==> config.mk <==
export PLATFORM = sky130hd
export DESIGN_NAME = wba_exec
export DESIGN_NICKNAME = d
export VERILOG_FILES = /design/src/logic/wba_exec.v
export VERILOG_INCLUDE_DIRS = /design/src /design/src/logic
export SDC_FILE = /design/constraint.sdc
export NUM_CORES = 1
export LEC_CHECK = 0
export ABC_AREA = 1
export BUFFER_PORTS_ARGS = -buffer_cell sky130_fd_sc_hd__buf_4
export CORE_MARGIN = 2
export CORE_UTILIZATION = 49
export DETAILED_ROUTE_END_ITERATION = 16
export PLACE_DENSITY = 0.81
export SLEW_MARGIN = 0
export SYNTH_ARGS = -nofsm -noshare
export SYNTH_HDL_FRONTEND = slang
export SYNTH_SLANG_ARGS = --single-unit
==> constraint.sdc <==
create_clock -name I_MCLK -period 6.6 [get_ports I_MCLK]
set_clock_uncertainty 0.1 [all_clocks]
set_input_delay 0.66 -clock I_MCLK [delete_from_list [all_inputs] [get_ports I_MCLK]]
set_output_delay 0.66 -clock I_MCLK [all_outputs]
set_load 0.01 [all_outputs]
==> src/logic/wba_exec_defs.vh <==
// Constants for the word move and byte add/subtract execution unit
// Behaviour
// - Add immediate to accumulator: 2 bytes, 4 clocks
// - Add immediate to short direct byte: 3 bytes, 6 clocks
// - Add from absolute address: 3 bytes, 8 clocks
// - Add via pointer pair, optional displacement: 6 clocks
// - Add-with-carry immediate into short direct byte
// - Add-with-carry from short direct: 2 bytes, 4 clocks
// - Subtract immediate, borrow to carry: 2 bytes, 4 clocks
// - Subtract via pointer plus displacement: 2 bytes, 6 clocks
// - Subtract from absolute address: 3 bytes, 8 clocks
// - Move accumulator pair to pair excludes accumulator pair
// - Clock counts are cycles of the CPU clock
`ifndef WBA_EXEC_DEFS_VH
`define WBA_EXEC_DEFS_VH

// Operation classes
`define WBA_OP_WMOVE 3'h0
`define WBA_OP_WXCH 3'h1
`define WBA_OP_ADD 3'h2
`define WBA_OP_ADD_WITH_CARRY 3'h3
`define WBA_OP_SUB 3'h4

// Word move modes
`define WBA_WM_IMM_RP 3'h0
`define WBA_WM_SADDRP_AX 3'h1
`define WBA_WM_AX_SADDRP 3'h2
`define WBA_WM_RP_AX 3'h3
`define WBA_WM_AX_RP 3'h4

// Byte arithmetic modes
`define WBA_BM_IMM 3'h0
`define WBA_BM_SADDR_IMM 3'h1
`define WBA_BM_REG 3'h2
`define WBA_BM_SADDR 3'h3
`define WBA_BM_ABS 3'h4
`define WBA_BM_PTR 3'h5
`define WBA_BM_PTR_DISP 3'h6

// Register and pair indices
`define WBA_REG_X 3'h0
`define WBA_REG_A 3'h1
`define WBA_PAIR_AX 2'h0
`define WBA_PAIR_PTR 2'h3

// Flag positions in the flag output
`define WBA_FLAG_Z 2
`define WBA_FLAG_AC 1
`define WBA_FLAG_CY 0
`define WBA_FLAGS_RST 3'h0

// Instruction lengths in bytes
`define WBA_LEN_1 2'h1
`define WBA_LEN_2 2'h2
`define WBA_LEN_3 2'h3

// Instruction times in CPU clocks
`define WBA_CLK_4 4'h4
`define WBA_CLK_6 4'h6
`define WBA_CLK_8 4'h8

// Sequencer steps
`define WBA_STEP_FIRST 4'h1
`define WBA_STEP_SECOND 4'h2
`define WBA_STEP_THIRD 4'h3

`endif

==> src/logic/wba_exec.v <==
// Execution unit for word moves, word exchange and byte add/subtract
`timescale 1ns/1ps
`include "wba_exec_defs.vh"

module wba_exec #(
    parameter [15:0] SADDR_BASE = 16'hFF00
) (
    input wire I_MCLK,
    input wire I_RST,
    input wire I_START,
    input wire [2:0] I_OP,
    input wire [2:0] I_MODE,
    input wire [1:0] I_RP,
    input wire [2:0] I_REG,
    input wire [15:0] I_IMM,
    input wire [7:0] I_SADDR,
    input wire [7:0] I_DISP,
    output wire O_READY,
    output wire O_BUSY,
    output wire O_DONE,
    output reg O_REJECT,
    output reg [1:0] O_LEN,
    output reg [3:0] O_CLOCKS,
    output reg O_MEM_RD,
    output reg O_MEM_WR,
    output reg [15:0] O_MEM_ADDR,
    output reg [7:0] O_MEM_WDATA,
    input wire [7:0] I_MEM_RDATA,
    output wire [15:0] O_AX,
    output wire [15:0] O_BC,
    output wire [15:0] O_DE,
    output wire [15:0] O_HL,
    output wire [2:0] O_FLAGS
);

////////////////////////////////////////////////////////////////////////////////
// Length and clock table, zero clocks marks an illegal form
function [5:0] len_clk;
    input [2:0] op;
    input [2:0] mode;
    input [1:0] rp;
    begin
        len_clk = 6'h00;
        if (op == `WBA_OP_WMOVE) begin
            case (mode)
                `WBA_WM_IMM_RP: len_clk = {`WBA_LEN_3, `WBA_CLK_6};
                `WBA_WM_SADDRP_AX: len_clk = {`WBA_LEN_2, `WBA_CLK_6};
                `WBA_WM_AX_SADDRP: len_clk = {`WBA_LEN_2, `WBA_CLK_8};
                `WBA_WM_RP_AX: len_clk = {`WBA_LEN_1, `WBA_CLK_4};
                `WBA_WM_AX_RP: begin
                    if (rp != `WBA_PAIR_AX) begin
                        len_clk = {`WBA_LEN_1, `WBA_CLK_4};
                    end
                end
                default: len_clk = 6'h00;
            endcase
        end else if (op == `WBA_OP_WXCH) begin
            len_clk = {`WBA_LEN_1, `WBA_CLK_8};
        end else if (op == `WBA_OP_ADD || op == `WBA_OP_ADD_WITH_CARRY || op == `WBA_OP_SUB) begin
            case (mode)
                `WBA_BM_IMM: len_clk = {`WBA_LEN_2, `WBA_CLK_4};
                `WBA_BM_SADDR_IMM: len_clk = {`WBA_LEN_3, `WBA_CLK_6};
                `WBA_BM_REG: len_clk = {`WBA_LEN_2, `WBA_CLK_4};
                `WBA_BM_SADDR: len_clk = {`WBA_LEN_2, `WBA_CLK_4};
                `WBA_BM_ABS: len_clk = {`WBA_LEN_3, `WBA_CLK_8};
                `WBA_BM_PTR: len_clk = {`WBA_LEN_1, `WBA_CLK_6};
                `WBA_BM_PTR_DISP: len_clk = {`WBA_LEN_2, `WBA_CLK_6};
                default: len_clk = 6'h00;
            endcase
        end
    end
endfunction

////////////////////////////////////////////////////////////////////////////////
// State
reg [7:0] regs_r [0:7];
reg [2:0] flags_r;
reg [3:0] cnt_r;
reg [2:0] op_r;
reg [2:0] mode_r;
reg [1:0] rp_r;
reg [2:0] reg_sel_r;
reg [15:0] imm_r;
reg [7:0] saddr_r;
reg [7:0] disp_r;
reg [7:0] lo_r;
reg [7:0] hi_r;
reg mem_rd_nxt;
reg mem_wr_nxt;
reg [15:0] mem_addr_nxt;
reg [7:0] mem_wdata_nxt;

wire [5:0] start_lc;
wire start_ok;
wire accept;
wire last;
wire is_byte_op;
wire is_carry_in;
wire [15:0] ptr_val;
wire [15:0] ea;
wire [7:0] alu_a;
wire [7:0] alu_b;
wire alu_cin;
wire [8:0] sum9;
wire [4:0] nib5;
wire [7:0] alu_res;
wire alu_cy;
wire alu_ac;
integer i;

assign start_lc = len_clk(I_OP, I_MODE, I_RP);
assign start_ok = (start_lc[3:0] != 4'h0);
assign O_BUSY = (cnt_r != 4'h0);
// Clock counts run in I_MCLK cycles, the CPU clock
assign last = O_BUSY && (cnt_r == O_CLOCKS - 4'h1);
assign O_DONE = last;
assign O_READY = !O_BUSY || last;
assign accept = I_START && O_READY && start_ok;

assign O_AX = {regs_r[1], regs_r[0]};
assign O_BC = {regs_r[3], regs_r[2]};
assign O_DE = {regs_r[5], regs_r[4]};
assign O_HL = {regs_r[7], regs_r[6]};
assign O_FLAGS = flags_r;

////////////////////////////////////////////////////////////////////////////////
// Operand address and arithmetic
assign is_byte_op = (op_r == `WBA_OP_ADD) || (op_r == `WBA_OP_ADD_WITH_CARRY) ||
                    (op_r == `WBA_OP_SUB);
assign is_carry_in = (op_r == `WBA_OP_ADD_WITH_CARRY);
assign ptr_val = {regs_r[7], regs_r[6]};

assign ea = (mode_r == `WBA_BM_ABS && is_byte_op) ? imm_r :
            (mode_r == `WBA_BM_PTR && is_byte_op) ? ptr_val :
            (mode_r == `WBA_BM_PTR_DISP && is_byte_op) ?
                ptr_val + {8'h00, disp_r} :
            SADDR_BASE + {8'h00, saddr_r};

assign alu_a = (mode_r == `WBA_BM_SADDR_IMM) ? lo_r : regs_r[`WBA_REG_A];
assign alu_b = (mode_r == `WBA_BM_IMM || mode_r == `WBA_BM_SADDR_IMM) ? imm_r[7:0] :
               (mode_r == `WBA_BM_REG) ? regs_r[reg_sel_r] : lo_r;
assign alu_cin = is_carry_in & flags_r[`WBA_FLAG_CY];

// Borrow comes out as bit 8 of the widened difference
assign sum9 = (op_r == `WBA_OP_SUB) ? ({1'b0, alu_a} - {1'b0, alu_b}) :
              ({1'b0, alu_a} + {1'b0, alu_b} + {8'h00, alu_cin});
assign nib5 = (op_r == `WBA_OP_SUB) ? ({1'b0, alu_a[3:0]} - {1'b0, alu_b[3:0]}) :
              ({1'b0, alu_a[3:0]} + {1'b0, alu_b[3:0]} + {4'h0, alu_cin});
assign alu_res = sum9[7:0];
assign alu_cy = sum9[8];
assign alu_ac = nib5[4];

////////////////////////////////////////////////////////////////////////////////
// Memory access schedule
always @* begin
    mem_rd_nxt = 1'b0;
    mem_wr_nxt = 1'b0;
    mem_addr_nxt = ea;
    mem_wdata_nxt = 8'h00;
    if (O_BUSY && !last) begin
        case (cnt_r)
            `WBA_STEP_FIRST: begin
                if (op_r == `WBA_OP_WMOVE && mode_r == `WBA_WM_AX_SADDRP) begin
                    mem_wr_nxt = 1'b1;
                    mem_wdata_nxt = regs_r[`WBA_REG_X];
                end else if (op_r == `WBA_OP_WMOVE) begin
                    mem_rd_nxt = (mode_r == `WBA_WM_SADDRP_AX);
                end else if (is_byte_op) begin
                    mem_rd_nxt = (mode_r != `WBA_BM_IMM) && (mode_r != `WBA_BM_REG);
                end
            end
            `WBA_STEP_SECOND: begin
                mem_addr_nxt = ea + 16'h0001;
                if (op_r == `WBA_OP_WMOVE && mode_r == `WBA_WM_AX_SADDRP) begin
                    mem_wr_nxt = 1'b1;
                    mem_wdata_nxt = regs_r[`WBA_REG_A];
                end else if (op_r == `WBA_OP_WMOVE && mode_r == `WBA_WM_SADDRP_AX) begin
                    mem_rd_nxt = 1'b1;
                end
            end
            `WBA_STEP_THIRD: begin
                // Result goes back to the same short direct byte
                if (is_byte_op && mode_r == `WBA_BM_SADDR_IMM) begin
                    mem_wr_nxt = 1'b1;
                    mem_wdata_nxt = alu_res;
                end
            end
            default: mem_rd_nxt = 1'b0;
        endcase
    end
end

always @(posedge I_MCLK or posedge I_RST) begin
    if (I_RST) begin
        O_MEM_RD <= 1'b0;
        O_MEM_WR <= 1'b0;
        O_MEM_ADDR <= 16'h0000;
        O_MEM_WDATA <= 8'h00;
        lo_r <= 8'h00;
        hi_r <= 8'h00;
    end else begin
        O_MEM_RD <= mem_rd_nxt;
        O_MEM_WR <= mem_wr_nxt;
        O_MEM_ADDR <= mem_addr_nxt;
        O_MEM_WDATA <= mem_wdata_nxt;
        if (O_MEM_RD && cnt_r == `WBA_STEP_SECOND) begin
            lo_r <= I_MEM_RDATA;
        end
        if (O_MEM_RD && cnt_r == `WBA_STEP_THIRD) begin
            hi_r <= I_MEM_RDATA;
        end
    end
end

////////////////////////////////////////////////////////////////////////////////
// Sequencer and instruction latch
always @(posedge I_MCLK or posedge I_RST) begin
    if (I_RST) begin
        cnt_r <= 4'h0;
        op_r <= 3'h0;
        mode_r <= 3'h0;
        rp_r <= 2'h0;
        reg_sel_r <= 3'h0;
        imm_r <= 16'h0000;
        saddr_r <= 8'h00;
        disp_r <= 8'h00;
        O_LEN <= 2'h0;
        O_CLOCKS <= 4'h0;
        O_REJECT <= 1'b0;
    end else begin
        O_REJECT <= I_START && O_READY && !start_ok;
        if (accept) begin
            cnt_r <= `WBA_STEP_FIRST;
            op_r <= I_OP;
            mode_r <= I_MODE;
            rp_r <= I_RP;
            reg_sel_r <= I_REG;
            imm_r <= I_IMM;
            saddr_r <= I_SADDR;
            disp_r <= I_DISP;
            O_LEN <= start_lc[5:4];
            O_CLOCKS <= start_lc[3:0];
        end else if (last) begin
            cnt_r <= 4'h0;
        end else if (O_BUSY) begin
            cnt_r <= cnt_r + 4'h1;
        end
    end
end

////////////////////////////////////////////////////////////////////////////////
// Register and flag commit on the final clock
always @(posedge I_MCLK or posedge I_RST) begin
    if (I_RST) begin
        for (i = 0; i < 8; i = i + 1) begin
            regs_r[i] <= 8'h00;
        end
        flags_r <= `WBA_FLAGS_RST;
    end else if (last) begin
        if (op_r == `WBA_OP_WMOVE) begin
            // Word moves leave the flags alone
            case (mode_r)
                `WBA_WM_IMM_RP: begin
                    regs_r[{rp_r, 1'b0}] <= imm_r[7:0];
                    regs_r[{rp_r, 1'b1}] <= imm_r[15:8];
                end
                `WBA_WM_SADDRP_AX: begin
                    regs_r[`WBA_REG_X] <= lo_r;
                    regs_r[`WBA_REG_A] <= hi_r;
                end
                `WBA_WM_RP_AX: begin
                    regs_r[`WBA_REG_X] <= regs_r[{rp_r, 1'b0}];
                    regs_r[`WBA_REG_A] <= regs_r[{rp_r, 1'b1}];
                end
                `WBA_WM_AX_RP: begin
                    regs_r[{rp_r, 1'b0}] <= regs_r[`WBA_REG_X];
                    regs_r[{rp_r, 1'b1}] <= regs_r[`WBA_REG_A];
                end
                default: flags_r <= flags_r;
            endcase
        end else if (op_r == `WBA_OP_WXCH) begin
            regs_r[`WBA_REG_X] <= regs_r[{rp_r, 1'b0}];
            regs_r[`WBA_REG_A] <= regs_r[{rp_r, 1'b1}];
            regs_r[{rp_r, 1'b0}] <= regs_r[`WBA_REG_X];
            regs_r[{rp_r, 1'b1}] <= regs_r[`WBA_REG_A];
        end else if (is_byte_op) begin
            if (mode_r != `WBA_BM_SADDR_IMM) begin
                regs_r[`WBA_REG_A] <= alu_res;
            end
            flags_r[`WBA_FLAG_Z] <= (alu_res == 8'h00);
            flags_r[`WBA_FLAG_AC] <= alu_ac;
            flags_r[`WBA_FLAG_CY] <= alu_cy;
        end
    end
end

endmodule

==> out/results.ini <==
[route]
drt_drc_violations_left=0
num_vias=11320
vias_per_cell=5.885
drt-wirelength-per-cell_um=21.85
post_detailed_route_count_of_antenna_violating_nets=0
drt-pass1-iter-count=6
finalWirelength_mm=42.02
drt-initial-drc-count=1192

[cts]
cts.reportedPaths.clkPinSlew_ns=0.08
root_buffer=sky130_fd_sc_hd__clkbuf_16
ctsHoldBuffers=0
post-cts-setup-buffers=0
cts-htree-levels=4
cts_buffers=17
cts_repair_resize_count=0
cts_buffer_depth=2
cts.sinks=162
worstSkewPairLatency_ns=0.44
cts_tree=yes

[critical_path]
worst_setup_path_end_kind=flip-flop
criticalPathCategory=reg -> reg
r2r.worst_path.cells=17
crit-reg2reg-launch=reg_sel_r[1]
worst-r2r-setup-slack_ns=2.47
worstPathArrival_ns=4.40
cp_data_required_time_ns=6.86
r2r_end=O_AX[13]
critPathMaxFanout=25
startpoint_type=flip-flop

[power_and_ir_drop]
power_per_standard_cell_area_mw_per_mm2=595.9
vdd_drop_max_mv=0.3346
power.total_mw=7.544
static-leakage-power_nw=6.205

[yosys]
netlist_area_mm2=0.01068
synth_edf_count=0
post_synth_main_area_contributors=sky130_fd_sc_hd__dfrtp_1, sky130_fd_sc_hd__nand2_1, sky130_fd_sc_hd__o21ai_0
most_instantiated_cells_after_synthesis=sky130_fd_sc_hd__nand2_1, sky130_fd_sc_hd__inv_1, sky130_fd_sc_hd__dfrtp_1
yosys.cell_types.count=49
synth-seq-area-share_pct=37.97
post_synth.cell_area_avg_um2=7.122
yosys.area.top_type_share_pct=37.97
syn_nets=1586
postSynthCellCount=1499
postSynthRegisterBits=162
synth_top_cell_by_area=sky130_fd_sc_hd__dfrtp_1
synthArstFlopShare_pct=100.0
yosysMostFrequentCell=sky130_fd_sc_hd__nand2_1
yosysWarnings=0
dominantRegCellSynth=sky130_fd_sc_hd__dfrtp_1

[global_route]
first_global_vias=10430
grt_usage_pct=37.10
aggregate_global_routing_overflow=0
initial_antenna_violation_count=0
grt_start_max_net_pins=84
grt_pass1_wl_mm=62.64

[floorplanning]
placeable_core_region_mm2=0.02162
die_area_mm2=0.02299
floorplan.initialDensity_pct=49.38
rows=54
die_ht_um=151.6
io_pins=157
chipWidth_um=151.6

[cells_and_area]
design.final.nets=1717
finish.utilization_pct=58.55
post_route_cells_drive_above_1_share_pct=14.42
multi_input_comb_area_mm2=0.005637
layout.filler_cells=2027
ff_latch_area_mm2=0.004054
antennaDiodeCount=0
synthToLayoutAreaGrowth_pct=18.56

[run_status]
outcome=completed

[placed_design]
placement_stage_worst_setup_slack_ns=2.578
io_buffer_count=155
place.gp.congestion=1.024
dpl_hpwl_mm=32.31

[timing]
layout_setup_ws_ns=2.465
report.final.setup_viol=0
period_needed_ns=4.135
timing_hold_violations_final=0
layout_worst_path_cycle_share_pct=62.65
grt_setup_unrepaired=no
drv_slew=0
slew-limit-headroom_pct=19.90
max_freq_ghz=0.2418
timing_worst_slew_pin_value_ns=1.200
fin_hold_ws_ns=0.2378
finalSetupTns_ns=0

[worst_hold_path]
holdCritPathClass=in -> async

[job]
number_of_max_cap_violations=0

[cell usage in the layout (no fill, tap or decap), types with 6 or more instances in the layout]
| cell | count |
|---|---|
| sky130_fd_sc_hd__xor2_1 | 15 |
| sky130_fd_sc_hd__nor2_2 | 8 |
| sky130_fd_sc_hd__a22oi_1 | 25 |
| sky130_fd_sc_hd__o211ai_1 | 36 |
| sky130_fd_sc_hd__mux2_2 | 6 |
| sky130_fd_sc_hd__a31oi_1 | 25 |
| sky130_fd_sc_hd__nand4_1 | 14 |
| sky130_fd_sc_hd__dfrtp_1 | 162 |
| sky130_fd_sc_hd__a21oi_1 | 81 |
| sky130_fd_sc_hd__clkbuf_16 | 17 |
| sky130_fd_sc_hd__o22ai_1 | 15 |
| sky130_fd_sc_hd__o21bai_1 | 18 |
| sky130_fd_sc_hd__buf_4 | 167 |
| sky130_fd_sc_hd__inv_2 | 7 |
| sky130_fd_sc_hd__ha_1 | 29 |
| sky130_fd_sc_hd__nand3_1 | 99 |
| sky130_fd_sc_hd__inv_1 | 187 |
| sky130_fd_sc_hd__nor2_1 | 147 |
| sky130_fd_sc_hd__o221ai_1 | 7 |
| sky130_fd_sc_hd__o21ai_0 | 153 |
| sky130_fd_sc_hd__nand2_1 | 351 |
[critical path, cell delays in order, from the launching register on]
cell and delay (ns):
sky130_fd_sc_hd__dfrtp_1 0.87, sky130_fd_sc_hd__clkinv_1 0.47, sky130_fd_sc_hd__a21oi_1 0.21, sky130_fd_sc_hd__o21ai_0 0.10, sky130_fd_sc_hd__nand3_1 0.09, sky130_fd_sc_hd__nand3_1 0.12
sky130_fd_sc_hd__nand2_1 0.12, sky130_fd_sc_hd__o21bai_1 0.09, sky130_fd_sc_hd__ha_1 0.38, sky130_fd_sc_hd__nand2_1 0.06, sky130_fd_sc_hd__o21ai_0 0.33, sky130_fd_sc_hd__a21oi_1 0.11
sky130_fd_sc_hd__o21ai_0 0.18, sky130_fd_sc_hd__nand2_1 0.07, sky130_fd_sc_hd__o21ai_0 0.12, sky130_fd_sc_hd__xor2_1 0.31, sky130_fd_sc_hd__nand2_1 0.17, sky130_fd_sc_hd__a22oi_1 0.16
[where the power goes]
part	total [mW]	internal, mW	switching, mW
clock	1.05	0.545	0.506
combinational	4.56	1.49	3.07
sequential	1.93	1.40	0.537
[worst max path at each step]
stage / from / end / slack, ns / cells past startpoint
6_report: reg_sel_r[1] / O_AX[13] / 2.47 / 17
5_1_grt: reg_sel_r[1] / O_FLAGS[2] / 2.11 / 17
4_1_cts: mode_r[0] / O_AX[14] / 2.57 / 18
3_5_place_dp: reg_sel_r[1] / O_MEM_WDATA[6] / 2.58 / 18
3_3_place_gp: reg_sel_r[1] / O_FLAGS[2] / 2.64 / 18
2_1_floorplan: I_RST / O_AX[0] / 1.46 / 1
[per-stage QoR]
stage	cell area [µm²]	std cells
after floorplan	10680	1499
after global placement	12050	1891
after detailed placement	12050	1891
after CTS	12660	1923
after global routing	12660	1923
final	12660	1923
[sequential cells by signal (all words and copies together), names as in the netlist, 2 cells and up]
| signal | cells |
|---|---|
| rp_r | 2 |
| hi_r | 8 |
| O_CLOCKS | 3 |
| O_FLAGS | 3 |
| saddr_r | 8 |
| O_AX | 16 |
| O_LEN | 2 |
| O_HL | 16 |
| reg_sel_r | 3 |
| imm_r | 16 |
| lo_r | 8 |
| disp_r | 8 |
| O_BC | 16 |
| mode_r | 3 |
| op_r | 3 |
| O_DE | 16 |
| O_MEM_WDATA | 8 |
| cnt_r | 4 |
| O_MEM_ADDR | 16 |
[metal layers]
layer  global-route usage, %  wire [µm]
met4                   18.75       2227
met3                   6.886       3924
met5                       0          0
met2                   57.71      18950
met1                   49.61      16920
[kinds of logic (layout without fill, tap and decap cells)]
| logic type | after synthesis | after routing | synth area share (%) |
|---|---|---|---|
| muxes | 7 | 7 | 0.7265 |
| buffers and inverters | 255 | 399 | 9.305 |
| and+or+nand+nor | 641 | 641 | 25.15 |
| adders and majority gates | 33 | 33 | 4.149 |
| other | 1 | 1 | 0.03512 |
| xor gates and xnor gates | 19 | 19 | 1.559 |
| AOI/OAI and AO/OA | 381 | 381 | 21.11 |
| DFF | 162 | 162 | 37.97 |
[area by class of cell]
class                      instances  share of cell area [%]
multi-input combinational       1082                   44.53
sequential                       162                   32.03
timing repair buffer             167                   9.904
inverter                         200                   5.970
clock buffer                      17                   3.361
tap                              280                   2.768
clock inverter                    15                   1.443
Power figures use the tool's default switching activity.
